===== src/hw/dbc_pkg.sv =====
package dbc_pkg;
  // ----------------------------------------
  // Debug register offsets
  // ----------------------------------------
  localparam logic [6:0] OFS_PART_LO = 7'h00;
  localparam logic [6:0] OFS_PART_HI = 7'h01;
  localparam logic [6:0] OFS_BUS_CTL = 7'h17;
  localparam logic [6:0] OFS_IS4 = 7'h21;
  localparam logic [6:0] OFS_IS3 = 7'h22;
  localparam logic [6:0] OFS_IS2 = 7'h23;
  localparam logic [6:0] OFS_IS1 = 7'h24;
  localparam logic [6:0] OFS_IS0 = 7'h25;
  localparam logic [6:0] OFS_MEM_WR = 7'h30;
  // ----------------------------------------
  // Field positions and reset values
  // ----------------------------------------
  localparam int BIT_ACCEPT_EN = 7;
  localparam int BIT_FORCE = 6;
  localparam logic [7:0] BUS_CTL_RST = 8'h00;
  localparam logic [23:0] PC_RST = 24'h000000;
  // Part code, value arbitrary
  localparam logic [15:0] PART_CODE = 16'h5a3c;
  // ----------------------------------------
  // Sizes
  // ----------------------------------------
  localparam int IS_BYTES = 5;
  localparam int FIFO_DEPTH = 16;
  localparam logic [2:0] BIT_LAST = 3'h7;
  // ----------------------------------------
  // Types
  // ----------------------------------------
  typedef struct packed {
    logic [23:0] addr; // Memory address
    logic [7:0] data;  // Byte to store
  } dbc_mem_wr_type;
  typedef enum logic {
    DBC_IDLE,
    DBC_EXEC
  } dbc_exec_type;
endpackage


===== src/hw/dbc_top.sv =====
`timescale 1ns/10ps
// What this block does
// - Accept-enable low: grant only while force bit set
// - Accept-enable high: grant after operation ends
// - Force bit drives grant output directly
// - Byte0 write runs one instruction
// - Bytes fetched 0 then 1 to 4
// - Store bytes ascending, byte0 last starts
// - Memory write stores at PC, increments
// - Address is base byte over PC[15:0], or full PC
// - Memory write port does not increment
// - Two read-only part code bytes
// - Store byte0 carries first opcode

// ----------------------------------------
// Write FIFO
// ----------------------------------------
module dbc_fifo #(
  parameter int WIDTH = 32,
  parameter int DEPTH = 16
) (
  input wire logic clk_sys,
  input wire logic rst,
  input wire logic [WIDTH-1:0] in_data,
  input wire logic in_valid,
  output logic in_ready,
  output logic [WIDTH-1:0] out_data,
  output logic out_valid,
  input wire logic out_ready
);
  localparam int AW = $clog2(DEPTH);
  logic [WIDTH-1:0] mem [DEPTH]; // Storage
  logic [AW:0] wp_r, wp_nxt; // Write pointer
  logic [AW:0] rp_r, rp_nxt; // Read pointer
  logic push, pop; // Accepted moves

  // Pointer update
  always_comb begin
    push = in_valid && in_ready;
    pop = out_valid && out_ready;
    wp_nxt = push ? wp_r + 1'b1 : wp_r;
    rp_nxt = pop ? rp_r + 1'b1 : rp_r;
  end

  // Full when pointers differ only in wrap bit
  assign in_ready = (wp_r ^ rp_r) != {1'b1, {AW{1'b0}}};
  assign out_valid = wp_r != rp_r;
  assign out_data = mem[rp_r[AW-1:0]];

  // Pointer registers
  always_ff @(posedge clk_sys or posedge rst) begin
    if (rst) begin
      wp_r <= '0;
      rp_r <= '0;
    end else begin
      wp_r <= wp_nxt;
      rp_r <= rp_nxt;
    end
  end

  // Storage write, no reset
  always_ff @(posedge clk_sys) begin
    if (push) begin
      mem[wp_r[AW-1:0]] <= in_data;
    end
  end
endmodule

// ----------------------------------------
// Debug register block
// ----------------------------------------
module dbc_top (
  input wire logic clk_sys,
  input wire logic rst,
  input wire logic dbg_clk,       // Link clock pin
  input wire logic dbg_sel_n,     // Frame select pin
  input wire logic dbg_data_in,   // Link data in
  output logic dbg_data_out,      // Link data out
  output logic dbg_data_oe_n,     // Low while driving
  output logic dbg_wait,          // Stream stalled
  input wire logic bus_request_in, // External request
  output logic bus_grant_out_n,   // Grant, low active
  output logic exec_go,           // Run one instruction
  input wire logic exec_done,     // Instruction finished
  input wire logic [2:0] fetch_idx, // Store byte index
  output logic [7:0] fetch_byte,  // Fetched byte
  input wire logic pc_load,       // Load PC from core
  input wire logic [23:0] pc_in,  // Core PC
  output logic [23:0] pc_out,     // Current debug PC
  input wire logic wide_addressing_mode,
  input wire logic [7:0] memory_base_byte,
  output logic mem_wr_valid,      // Memory write request
  output logic [23:0] mem_wr_addr,
  output logic [7:0] mem_wr_data,
  input wire logic mem_wr_ready   // Memory took it
);
  // ----------------------------------------
  // Pin synchronisers
  // ----------------------------------------
  logic [1:0] clk_s_r, sel_s_r, din_s_r, req_s_r; // Two-flop syncs
  logic clk_d_r; // Edge history
  logic clk_rise, clk_fall; // Link edges

  always_ff @(posedge clk_sys or posedge rst) begin
    if (rst) begin
      clk_s_r <= '0;
      sel_s_r <= 2'h3;
      din_s_r <= '0;
      req_s_r <= '0;
      clk_d_r <= 1'b0;
    end else begin
      clk_s_r <= {clk_s_r[0], dbg_clk};
      sel_s_r <= {sel_s_r[0], dbg_sel_n};
      din_s_r <= {din_s_r[0], dbg_data_in};
      req_s_r <= {req_s_r[0], bus_request_in};
      clk_d_r <= clk_s_r[1];
    end
  end

  assign clk_rise = clk_s_r[1] && !clk_d_r;
  assign clk_fall = !clk_s_r[1] && clk_d_r;

  // ----------------------------------------
  // Serial frame engine
  // ----------------------------------------
  logic [2:0] bit_r, bit_nxt; // Bit in byte
  logic hdr_r, hdr_nxt; // Next byte is header
  logic rd_r, rd_nxt; // Frame is a read
  logic [6:0] adr_r, adr_nxt; // Register address
  logic [7:0] sh_r, sh_nxt; // Input shifter
  logic [7:0] so_r, so_nxt; // Output shifter
  logic oe_n_r, oe_n_nxt; // Data pin enable
  logic wr_stb; // Data byte complete
  logic [7:0] wr_byte; // Completed byte
  logic [7:0] rd_val; // Read mux
  logic acc_en_r, acc_en_nxt; // Accept requests
  logic force_r, force_nxt; // Forced grant
  logic grant_r, grant_nxt; // Grant state
  logic busy; // Debug operation running

  // Read decode: part code bytes and bus control
  function automatic logic [7:0] rd_mux(input logic [6:0] a, input logic [7:0] bstat);
    case (a)
      dbc_pkg::OFS_PART_LO: rd_mux = dbc_pkg::PART_CODE[7:0];
      dbc_pkg::OFS_PART_HI: rd_mux = dbc_pkg::PART_CODE[15:8];
      dbc_pkg::OFS_BUS_CTL: rd_mux = bstat;
      default: rd_mux = 8'h00;
    endcase
  endfunction

  // Frame next state
  always_comb begin
    bit_nxt = bit_r;
    hdr_nxt = hdr_r;
    rd_nxt = rd_r;
    adr_nxt = adr_r;
    sh_nxt = sh_r;
    so_nxt = so_r;
    oe_n_nxt = oe_n_r;
    wr_stb = 1'b0;
    wr_byte = {sh_r[6:0], din_s_r[1]};
    rd_val = rd_mux(adr_r, {acc_en_r, grant_r, 6'h00});
    if (sel_s_r[1]) begin
      // Idle between frames
      bit_nxt = 3'h0;
      hdr_nxt = 1'b1;
      oe_n_nxt = 1'b1;
    end else if (clk_rise) begin
      sh_nxt = wr_byte;
      bit_nxt = bit_r + 3'h1;
      if (bit_r == dbc_pkg::BIT_LAST) begin
        if (hdr_r) begin
          hdr_nxt = 1'b0;
          adr_nxt = wr_byte[7:1];
          rd_nxt = wr_byte[0];
        end else if (!rd_r) begin
          wr_stb = 1'b1;
          if (adr_r != dbc_pkg::OFS_MEM_WR) begin
            adr_nxt = adr_r + 7'h01;
          end
        end else begin
          adr_nxt = adr_r + 7'h01;
        end
      end
    end else if (clk_fall && rd_r && !hdr_r) begin
      // Drive next read bit
      oe_n_nxt = 1'b0;
      so_nxt = (bit_r == 3'h0) ? rd_val : {so_r[6:0], 1'b0};
    end
  end

  always_ff @(posedge clk_sys or posedge rst) begin
    if (rst) begin
      bit_r <= 3'h0;
      hdr_r <= 1'b1;
      rd_r <= 1'b0;
      adr_r <= 7'h00;
      sh_r <= 8'h00;
      so_r <= 8'h00;
      oe_n_r <= 1'b1;
    end else begin
      bit_r <= bit_nxt;
      hdr_r <= hdr_nxt;
      rd_r <= rd_nxt;
      adr_r <= adr_nxt;
      sh_r <= sh_nxt;
      so_r <= so_nxt;
      oe_n_r <= oe_n_nxt;
    end
  end

  assign dbg_data_out = so_r[7];
  assign dbg_data_oe_n = oe_n_r;

  // ----------------------------------------
  // Bus grant control
  // ----------------------------------------

  // Reserved bits 5:0 are not stored
  always_comb begin
    acc_en_nxt = acc_en_r;
    force_nxt = force_r;
    if (wr_stb && adr_r == dbc_pkg::OFS_BUS_CTL) begin
      acc_en_nxt = wr_byte[dbc_pkg::BIT_ACCEPT_EN];
      force_nxt = wr_byte[dbc_pkg::BIT_FORCE];
    end
    grant_nxt = force_r || (acc_en_r && req_s_r[1] && !busy);
  end

  always_ff @(posedge clk_sys or posedge rst) begin
    if (rst) begin
      acc_en_r <= dbc_pkg::BUS_CTL_RST[dbc_pkg::BIT_ACCEPT_EN];
      force_r <= dbc_pkg::BUS_CTL_RST[dbc_pkg::BIT_FORCE];
      grant_r <= 1'b0;
    end else begin
      acc_en_r <= acc_en_nxt;
      force_r <= force_nxt;
      grant_r <= grant_nxt;
    end
  end

  assign bus_grant_out_n = !grant_r;

  // ----------------------------------------
  // Instruction store and execution
  // ----------------------------------------
  logic [7:0] is_r [dbc_pkg::IS_BYTES]; // Store bytes, no reset
  dbc_pkg::dbc_exec_type st_r, st_nxt; // Exec state
  logic go_r, go_nxt; // Start pulse
  logic [7:0] fb_r, fb_nxt; // Fetch byte

  // One writer per store byte
  for (genvar i = 0; i < dbc_pkg::IS_BYTES; i++) begin : g_is
    always_ff @(posedge clk_sys) begin
      if (wr_stb && adr_r == dbc_pkg::OFS_IS0 - 7'(i)) begin
        is_r[i] <= wr_byte;
      end
    end
  end

  // Byte0 write leaves break for one instruction
  always_comb begin
    st_nxt = st_r;
    go_nxt = 1'b0;
    fb_nxt = (fetch_idx < 3'(dbc_pkg::IS_BYTES)) ? is_r[fetch_idx] : 8'h00;
    case (st_r)
      dbc_pkg::DBC_IDLE: begin
        if (wr_stb && adr_r == dbc_pkg::OFS_IS0) begin
          st_nxt = dbc_pkg::DBC_EXEC;
          go_nxt = 1'b1;
        end
      end
      dbc_pkg::DBC_EXEC: begin
        if (exec_done) begin
          st_nxt = dbc_pkg::DBC_IDLE;
        end
      end
      default: st_nxt = dbc_pkg::DBC_IDLE;
    endcase
  end

  always_ff @(posedge clk_sys or posedge rst) begin
    if (rst) begin
      st_r <= dbc_pkg::DBC_IDLE;
      go_r <= 1'b0;
      fb_r <= 8'h00;
    end else begin
      st_r <= st_nxt;
      go_r <= go_nxt;
      fb_r <= fb_nxt;
    end
  end

  assign exec_go = go_r;
  assign fetch_byte = fb_r;

  // ----------------------------------------
  // Memory write stream
  // ----------------------------------------
  logic [23:0] pc_r, pc_nxt; // Debug PC
  logic pend_r, pend_nxt; // Entry waiting for FIFO
  dbc_pkg::dbc_mem_wr_type ent_r, ent_nxt; // Pending entry
  logic wait_r, wait_nxt; // Stall to host
  logic f_ready, f_valid; // FIFO handshakes
  dbc_pkg::dbc_mem_wr_type f_out; // FIFO head
  logic ov_r, ov_nxt; // Output valid
  dbc_pkg::dbc_mem_wr_type ob_r, ob_nxt; // Output entry

  // Capture byte at PC, then step PC
  always_comb begin
    pc_nxt = pc_r;
    pend_nxt = pend_r && !f_ready;
    ent_nxt = ent_r;
    if (pc_load) begin
      pc_nxt = pc_in;
    end else if (wr_stb && adr_r == dbc_pkg::OFS_MEM_WR) begin
      pend_nxt = 1'b1;
      ent_nxt.data = wr_byte;
      ent_nxt.addr = wide_addressing_mode ? pc_r : {memory_base_byte, pc_r[15:0]};
      pc_nxt = pc_r + 24'h000001;
    end
    wait_nxt = pend_nxt;
    ov_nxt = ov_r && !mem_wr_ready;
    ob_nxt = ob_r;
    if (!ov_nxt && f_valid) begin
      ov_nxt = 1'b1;
      ob_nxt = f_out;
    end
  end

  always_ff @(posedge clk_sys or posedge rst) begin
    if (rst) begin
      pc_r <= dbc_pkg::PC_RST;
      pend_r <= 1'b0;
      wait_r <= 1'b0;
      ov_r <= 1'b0;
    end else begin
      pc_r <= pc_nxt;
      pend_r <= pend_nxt;
      wait_r <= wait_nxt;
      ov_r <= ov_nxt;
    end
  end

  // Data path, no reset
  always_ff @(posedge clk_sys) begin
    ent_r <= ent_nxt;
    ob_r <= ob_nxt;
  end

  dbc_fifo #(
    .WIDTH($bits(dbc_pkg::dbc_mem_wr_type)),
    .DEPTH(dbc_pkg::FIFO_DEPTH)
  ) u_fifo (
    .clk_sys(clk_sys),
    .rst(rst),
    .in_data(ent_r),
    .in_valid(pend_r),
    .in_ready(f_ready),
    .out_data(f_out),
    .out_valid(f_valid),
    .out_ready(!ov_r || mem_wr_ready)
  );

  // Busy while executing or writes drain
  assign busy = (st_r == dbc_pkg::DBC_EXEC) || pend_r || f_valid || ov_r;

  assign pc_out = pc_r;
  assign dbg_wait = wait_r;
  assign mem_wr_valid = ov_r;
  assign mem_wr_addr = ob_r.addr;
  assign mem_wr_data = ob_r.data;
endmodule


===== config.mk =====
export PLATFORM = sky130hd
export DESIGN_NAME = dbc_top
export DESIGN_NICKNAME = d
export VERILOG_FILES = /design/src/hw/dbc_pkg.sv /design/src/hw/dbc_top.sv
export SDC_FILE = /design/constraint.sdc
export NUM_CORES = 1
export LEC_CHECK = 0
export ABC_AREA = 1
export BUFFER_PORTS_ARGS = -buffer_cell sky130_fd_sc_hd__buf_2
export CORE_ASPECT_RATIO = 1.5
export CORE_MARGIN = 2
export CORE_UTILIZATION = 49
export CTS_CLUSTER_SIZE = 24
export DETAILED_ROUTE_END_ITERATION = 8
export GPL_ROUTABILITY_DRIVEN = 0
export HOLD_SLACK_MARGIN = 0.02
export PLACE_DENSITY = 0.66
export SLEW_MARGIN = 20
export SYNTH_ARGS = -nofsm -noshare
export SYNTH_HDL_FRONTEND = slang
export SYNTH_SLANG_ARGS = --single-unit

===== constraint.sdc =====
create_clock -name clk_sys -period 3.8 [get_ports clk_sys]
set_input_delay 0.57 -clock clk_sys [delete_from_list [all_inputs] [get_ports clk_sys]]
set_output_delay 0.57 -clock clk_sys [all_outputs]
set_load 0.005 [all_outputs]

==> results of run 1 <==
## registers in the layout (all words and copies together) (netlist names), 3 cells and up
name and count:
adr_r 7, bit_r 3, ent_r 32, fetch_byte 8, is_r 40, mem_wr_addr 24
mem_wr_data 8, pc_out 24, sh_r 7, so_r 7, u_fifo.mem 512, u_fifo.rp_r 5
u_fifo.wp_r 5
## layout by cell type (no fill, tap or decap), drive strengths merged
master / netlist / layout
o21a: 2 / 2
dfrtp: 81 / 81
xnor2: 9 / 9
xor2: 16 / 16
inv: 83 / 82
nand4: 5 / 5
or2: 2 / 2
clkinv: 1 / 31
bufinv: 0 / 7
o211ai: 53 / 53
o21ai: 317 / 317
nor3: 2 / 2
buf: 66 / 151
nor2: 441 / 441
nor3b: 3 / 3
clkbuf: 52 / 73
ha: 13 / 13
edfxtp: 616 / 616
o21bai: 15 / 15
a21oi: 36 / 36
o22ai: 37 / 37
clkinvlp: 0 / 3
mux2: 1 / 1
dfstp: 4 / 4
a31oi: 2 / 2
mux2i: 36 / 36
and2: 1 / 1
nand3b: 1 / 1
nand3: 106 / 106
nand2: 284 / 284
## layer usage
layer	track usage [%]	vias to the layer above	wire length (um)
met5	0	-	0
met4	6.63	0	1690
li1	-	8289	-
met1	28.8	8922	26500
met2	39.3	588	34300
met3	2.54	117	3900
## worst max-delay path, stage by stage, from the launching register on
cell,delay (ps)
sky130_fd_sc_hd__dfrtp_4,470
sky130_fd_sc_hd__buf_12,530
sky130_fd_sc_hd__buf_4,820
sky130_fd_sc_hd__nor2_1,110
sky130_fd_sc_hd__nor2_1,130
sky130_fd_sc_hd__o21ai_0,120
sky130_fd_sc_hd__o211ai_1,160
sky130_fd_sc_hd__nand3_1,130
sky130_fd_sc_hd__nand3_1,130
## logic make-up (layout without fill, tap and decap cells)
family          after synthesis  after routing  share of synthesized area [%]
flops                       701            701                           72.8
buf+inv                     202            347                           3.41
mux                          37             37                           1.31
simple gates                845            845                           12.2
fa+ha+maj                    13             13                          0.574
xor+xnor                     25             25                          0.773
compound gates              462            462                           8.95
## power groups by stage
stage,Combinational [mW],Clock (mW),Sequential [mW]
floorplan,3.33,0,9.02
global placement,4.47,0,9.14
detailed placement,4.59,0,9.13
CTS,4.62,6.13,8.97
global route,5.14,6.43,8.99
finish,4.58,6.04,8.97
## worst min-delay path by stage
stage           startpoint    endpoint  slack (ps)  depth (start not counted)
3_5_place_dp    clk_s_r[0]  clk_s_r[1]         340                          0
3_3_place_gp    clk_s_r[0]  clk_s_r[1]         330                          0
4_1_cts          dbg_sel_n  sel_s_r[0]          50                          1
2_1_floorplan   clk_s_r[0]  clk_s_r[1]         330                          0
5_1_grt        dbg_data_in  din_s_r[0]          50                          1
6_report         dbg_sel_n  sel_s_r[0]          80                          1
## per-stage QoR
stage	utilization (%)	power, mW	hold WS (ps)	instance area [um2]	worst slack, ps
6_report	55.0	19.6	77.2	31600	843
5_1_grt	55.0	20.6	53.1	31600	668
4_1_cts	55.0	19.7	50.0	31600	857
3_5_place_dp	51.6	13.7	337	29700	865
3_3_place_gp	51.6	13.6	335	29700	908
2_1_floorplan	-	12.3	331	28300	763
## layout make-up
type                       count  area, um2
sequential                   701      20600
fill                        4795      25900
timing repair buffer         151        911
inverter                      84        324
tap                          770        963
clock buffer                  73       1550
multi-input combinational   1382       6870
clock inverter                39        377
==> flow_results.org, run 1 <==
** Run status
- The flow ran to the end, and the final reports show no timing, DRC or antenna violations.

** Drt
- For this run, design rule violations remaining after detail routing come to 0.
- Count of nets left with antenna violations after detail routing :: 0
- Average routed wire per standard cell :: 20.7 um
- Routed wire length :: 66,300 um
- Summing over every cut layer, the via total after detailed routing is 17,916.
- The first TritonRoute pass finished after 5 iterations.
- After the first detailed-routing iteration, the DRC count stood at 1,787.
- Detailed-route vias per instance :: 5.60

** Global routing
- The number of global-route vias before repair was 17,639.
- GRT Total Usage :: 22.1%
- First-pass GRT wire length :: 103,000 um
- Largest net degree at the start of global routing :: 260
- Antenna violations before repair :: 0
- Summed over all layers, the global routing overflow is 0.

** Synth
- The most common cell in the synthesized netlist is sky130_fd_sc_hd__edfxtp_1.
- Yosys mapped the design onto 43 distinct sky130hd cell types.
- Leading cell types by count after synthesis :: sky130_fd_sc_hd__edfxtp_1, sky130_fd_sc_hd__nor2_1, sky130_fd_sc_hd__o21ai_0
- Count of flip-flops with a built-in enable after synthesis :: 616
- A synthesized cell averages 12.4 um2.
- In the synthesized netlist the dominant register cell turns out to be sky130_fd_sc_hd__edfxtp_1.
- Sequential cells were found to cover 72.8% of the synthesized design area.
- Post-synth top area share :: 65.3%
- Fraction of registers with async set/reset :: 12.1%
- Synthesis handed over a netlist of 2,285 instances.
- By area the synthesized netlist is led by sky130_fd_sc_hd__edfxtp_1, sky130_fd_sc_hd__dfrtp_1, sky130_fd_sc_hd__nor2_1.
- Warnings, synthesis :: 0
- After synthesis the netlist holds a flip-flop and latch count of 701.
- Post-synthesis cell type with the largest combined area :: sky130_fd_sc_hd__edfxtp_1
- The synthesized netlist occupies a cell area of 28,300 um2.
- Synthesis produced a netlist with a net count of 2,343.

** Power and ir drop
- VDD sags by at most 0.553 mV.
- Summed over all nets, the switching power comes to 6.00 mW.
- For this design the static power due to leakage is 11.2 nW.
- Per report_power, the sequential group accounts for 45.8% of the total.
- Power spread over the standard cell area amounts to 619 nW/um2.
- Fraction of power spent switching nets :: 30.6%
- Internal power of the cells :: 13.6 mW
- The share of total power dissipated in the clock network is 30.9%.
- Part of the power in combinational logic :: 23.4%

** Critical path
- In this run the worst setup path begins at u_fifo.rp_r[0].
- Worst EP arrival :: 3410 ps
- Counting cells, the worst reg-to-reg path comes to 8.
- Largest fanout on the critical path :: 186
- In this run the critical register-to-register path is captured at mem_wr_addr[3].
- STA classifies the critical path endpoint as a register.
- Critical Path RT :: 4250 ps
- The worst setup path is launched from a register.
- The most critical setup path has its endpoint at mem_wr_addr[3].
- The worst setup path is of the register to register kind.
- In this run the register-to-register setup slack is 840 ps.
- The startpoint identified for the worst register-to-register timing path is u_fifo.rp_r[0].

** Clock tree
- Clock insertion delay at the later pin of the skew report :: 610 ps
- CTS sink count :: 701
- TritonCTS created 60 clock buffers.
- Clock H-tree levels :: 2
- After clock tree synthesis, the clock-pin slew on the worst setup and hold paths is 70 ps.
- Hold bufs inserted after CTS :: 0
- The clock passes through at most 3 buffers.
- Post-CTS timing repair inserted 0 buffers for setup.
- In this run, post-CTS repair resized a total of 0 instances.
- Clock tree from TritonCTS :: built
- Root Buffer Master :: sky130_fd_sc_hd__clkbuf_16

** Layout
- Relative to the synthesized area, the layout overhead comes to 11.6%.
- Share of layout cells above drive strength 1 :: 11.8%
- The number of antenna diodes in the final layout is 0.
- Total number of nets in the final design :: 2,438
- The finished layout holds 3,200 standard cells, fillers aside.

** Timing
- Setup repair after global routing left no endpoint under its margin.
- Static timing analysis puts the maximum clock frequency at 0.338 GHz.
- The number of hold violations in the final report was 0.
- Post-route fraction of the period consumed by the critical path :: 77.8%
- Aggregate negative setup slack :: 0 ps
- Worst-case headroom to the max-slew limit :: 25.7%
- Across the routed clock network, the largest skew measured is 25.3 ps.
- Setup violations remaining at the end of the flow were counted as 0.
- Worst-margin pin slew :: 1110 ps
- Number of slew-limit violations in the final report :: 0
- Final min period :: 2960 ps

** Placed design
- In this run the tool buffered the top-level ports with 114 buffer cells.
- Number of placed cells counting well taps :: 3,088
- Detailed placement ended at an HPWL of 38,100 um.

** Die
- The initial utilization of the core area, before any placement, comes to 49.2%.
- The die covers 59,800 um2.
- # rows :: 108
- Core Area :: 57,600 um2
- Die extent in x :: 200 um
- The floorplan step set the die height to 299 um.
- Io pins :: 115

** Hold path
- Classification of the worst-slack hold path :: input pin to register

** Run
- Max-cap violations in this run came to 0.
(Power assumes the default switching activity.)
==> run 2, diff against run 1 <==
ABC_AREA = 0   (was 1)
PLACE_DENSITY = 0.68   (was 0.66)
clock period = 2.4 ns   (was 3.8 ns; I/O delays follow)
==> run 2 against run 1 <==
  * Combinational power increased by 47%
  * Register-to-register slack got worse by 710 ps
  * Global-route usage decreased by 1.4 points
  * Clock power increased by 52%
  * Critical endpoint is now pc_out[12]
==> flow_results.org, run 2 <==
** Run status
- Outcome :: complete, no violations

** Power and ir drop
- The power share of the clock group came to 30.3% (-0.6 points).
- The post-route total power was 30.2 mW (+54%).
- Seq pwr share :: 47.4% (+1.6 points)
- The proportion of power drawn by combinational gates was 22.3% (-1.1 points).
- Static leakage power :: 10.7 nW (-4.5%)
- The switching part of the total power is 26.2% (-4.4 points).
- Switching power total :: 7.91 mW (+32%)
- Internal power of the cells :: 22.3 mW (+64%)
- Power density over the cells :: 951 nW/um2 (+54%)
- The worst-case vdd ir drop was 0.590 mV (+6.7%).

** Clock tree
- The clock latency at the later pin of the worst-skew pair was 620 ps (about the same).
- The number of buffers inserted during clock tree synthesis came to 60 (unchanged).
- Clock H-tree levels :: 2 (unchanged)
- Clock tree from TritonCTS :: built
- The clock net sink count is 701 (unchanged).
- Maximum root-to-sink buffer count :: 3 (unchanged)
- Buffers inserted during post-CTS setup optimization :: 0 (unchanged)
- The CTS clock-pin slew for the worst setup and hold paths was 70 ps (about the same).
- The tree is rooted in a sky130_fd_sc_hd__clkbuf_16.

** Synth
- The Yosys warning count was 0 (unchanged).
- The async set or reset register ratio after synthesis is 12.1% (unchanged).
- The flip-flop and latch count after synthesis came to 701 (unchanged).
- The mean instance size in the synthesized netlist is 19.4 um2 (+57%).
- Of all cell types, the one taking the most synthesized area is sky130_fd_sc_hd__edfxtp_1.
- Dominant register cell in the synthesized netlist :: sky130_fd_sc_hd__edfxtp_1
- The number of synthesized flops with an enable pin came to 616 (unchanged).
- Leading cell types by count after synthesis :: sky130_fd_sc_hd__edfxtp_1, sky130_fd_sc_hd__mux4_2, sky130_fd_sc_hd__dfrtp_1
- Cell count after synthesis :: 1,410 (-38%)
- The number of distinct standard cells referenced by the synthesized netlist came to 59 (+37%).
- Net count after synthesis :: 1,468 (-37%)
- The combined area of all synthesized cells was 27,400 um2 (-3.3%).
- The fraction of post-synthesis cell area in the top cell type by area was 67.5% (+2.2 points).
- Sequential-to-total area share from yosys stat :: 75.3% (+2.5 points)
- By area the synthesized netlist is led by sky130_fd_sc_hd__edfxtp_1, sky130_fd_sc_hd__mux4_2, sky130_fd_sc_hd__dfrtp_1.
- Cell with the most instances after synthesis :: sky130_fd_sc_hd__edfxtp_1

** Critical path
- The worst-case reg-to-reg path depth is 7 (-1).
- The data required time at the worst endpoint is 2920 ps (-1330 ps).
- CP cell instances :: inv_1 > ha_2 > nor4b_4 > nand4_2 > buf_4 > or4_1 > a31oi_1
- The worst endpoint data arrival time was 2780 ps (-630 ps).
- In this run the critical register-to-register path is launched from adr_r[0].
- The worst setup path is captured at a register.
- The setup slack of the worst register-to-register path came to 140 ps (-710 ps).
- Total buffers and inverters traversed by the critical path :: 2 (unchanged)
- By startpoint and endpoint, the worst setup path is classified as register to register.
- Critical path origin :: adr_r[0]
- Max stage delay cell, worst path :: sky130_fd_sc_hd__or4_1
- CP top delay family :: simple AND/OR/NAND/NOR gates
- The worst-path maximum fanout is 14 (-92%).
- The delay of the slowest cell on the worst path was 500 ps (-320 ps).
- The worst register-to-register path ends at pc_out[12].
- STA classifies the critical path startpoint as a register.

** Layout
- Most common cell after layout, fill and taps aside :: sky130_fd_sc_hd__edfxtp_1
- Relative to the synthesized area, the layout overhead comes to 15.8%.
- The total inserted antenna cells came to 0 (unchanged).
- The flip-flop count of the largest register, all copies and words added was 512 (unchanged).
- In the layout the commonest cells are sky130_fd_sc_hd__edfxtp_1, sky130_fd_sc_hd__mux4_2, sky130_fd_sc_hd__buf_2, sky130_fd_sc_hd__dfrtp_1, sky130_fd_sc_hd__clkbuf_16.
- Finished Core Util :: 57.1% (+2.2 points)
- Total number of nets in the final design :: 1,669 (-32%)
- The number of fill cells in the layout came to 4,112 (-14%).
- The fraction of layout instances using a drive strength above 1 came to 27.8% (+16 points).

** Drt
- Total via count after detailed routing :: 13,979 (-22%)
- Count of nets left with antenna violations after detail routing :: 0 (unchanged)
- Drt drc :: 0 (unchanged)
- Detailed-route vias per instance :: 5.92 (+5.8%)
- The routed wire length is 58,500 um (-12%).
- The number of detailed-routing iterations run before antenna repair was 5 (unchanged).
- Average routed wire per standard cell :: 24.8 um (+20%)
- The violation count after the first detailed-routing iteration was 1,136 (-36%).

** Die
- Initial Util :: 49.3% (+0.080 points)
- The die height is 294 um (-1.6%).
- The row count was 106 (-1.9%).
- The area of the core is 55,600 um2 (-3.5%).
- Die Area :: 57,900 um2 (-3.3%)
- Die extent in x :: 197 um (-1.6%)
- The I/O pin total came to 115 (unchanged).

** Global routing
- Largest net degree at the start of global routing :: 73 (-72%)
- Via count of the first global-routing pass :: 14,670 (-17%)
- Final global-route overflow total :: 0 (unchanged)
- The initial antenna violation count came to 2 (+2).
- The global-route wire length before repair came to 88,900 um (-14%).
- The overall fraction of global-route tracks in use is 20.7% (-1.4 points).

** Timing
- Setup Viol. Count Final :: 0 (unchanged)
- Setup repair after global routing left no endpoint under its margin.
- Final min period :: 2260 ps (-692 ps)
- Number of slew-limit violations in the final report :: 0 (unchanged)
- The max-slew headroom at the worst pin is 37.0% (+11 points).
- Post-route fraction of the period consumed by the critical path :: 94.4% (+17 points)
- Fin. Hold Viols :: 0 (unchanged)
- FMAX :: 0.442 GHz (+31%)
- Fin Clk Skew :: 33.4 ps (+8.12 ps)
- The transition at the pin with the smallest max-transition slack came to 938 ps (-176 ps).

** Hold path
- Worst hold path cell count :: 3 (+2)
- For hold timing, the worst endpoint is pc_out[10].
- The worst hold path belongs to the class input pin to register.
- The worst hold path begins at pc_in[10].

** Run
- The number of violations of the max-capacitance limit is 0 (unchanged).

** Placed design
- Port Buffer Count :: 114 (unchanged)
- The HPWL reported at the end of detailed placement was 35,000 um (-8.1%).
## run 2: cell count changes after synthesis, moves of 42 or more
cell	before	now
sky130_fd_sc_hd__nor2_1	434	42
sky130_fd_sc_hd__o21ai_0	301	20
sky130_fd_sc_hd__nand2_1	279	36
sky130_fd_sc_hd__mux4_2	0	136
sky130_fd_sc_hd__nand3_1	102	28
sky130_fd_sc_hd__inv_1	78	12
sky130_fd_sc_hd__o211ai_1	53	6
sky130_fd_sc_hd__nor2b_1	0	42
## run 2: what timing repair did
item                                   4_1_cts  5_1_grt
setup endpoints to repair                    0        3
hold buffers                                27        0
endpoints found under the hold margin       41        0
gates resized for setup                      0        2
## run 2: kinds of logic after synthesis
group,after synthesis,share of synthesized area (%)
flops,701,75.3
simple gates,237,4.94
mux,200,13.6
compound gates,149,3.52
buf+inv,92,1.48
xor+xnor,18,0.575
fa+ha+maj,13,0.594
## run 2: per-layer routing
metal / GRT usage (%) / part of all wire, %
met4: 6.71 / 2.8
met5: 0 / 0.022
met2: 36.8 / 53
met3: 2.75 / 4.9
met1: 26.5 / 39
## run 2: how the worst max path moves through the flow
stage | endpoint | depth (start not counted)
finish | pc_out[12] | 7
CTS | pc_out[12] | 7
global placement | is_r[4][4] | 6
global route | is_r[4][6] | 6
floorplan | u_fifo.mem[0][0] | 3
detailed placement | pc_out[12] | 7
## run 2: tightest hold or removal path, delay by kind of cell
family                 cells  cell delay (ps)
buffers and inverters      1              110
and+or+nand+nor            1              100
AOI/OAI and AO/OA          1               50
## run 2: through the flow
stage / cells / setup TNS [ps] / setup WS (ps) / hold slack, ps / cell area (um2)
after floorplan: 1410 / -43710 / -290 / 331 / 27600
after global placement: 2224 / 0 / 167 / 334 / 29600
after detailed placement: 2224 / 0 / 129 / 336 / 29600
after CTS: 2361 / 0 / 113 / 34.5 / 31700
after global routing: 2361 / 0 / 9.21 / 45.7 / 31700
final: 2361 / 0 / 135 / 60.2 / 31700
## run 2: layout make-up
cell class                      count  area (um2)  area share, %
Sequential cell                   701       20600           65.0
Clock inverter                     29         199          0.627
Timing Repair Buffer              218        1780           5.61
Tap cell                          702         878           2.77
Inverter                           13        52.6          0.166
Multi-Input combinational cell    617        6550           20.6
Clock buffer                       81        1640           5.18
## run 2: power groups by stage
stage / combinational (mW) / sequential [mW] / clock, mW
after floorplan: 4.81 / 14.4 / 0
after global placement: 6.79 / 14.6 / 0
after detailed placement: 6.82 / 14.6 / 0
after CTS: 6.90 / 14.3 / 9.36
after global routing: 7.32 / 14.4 / 9.81
final: 6.73 / 14.3 / 9.16
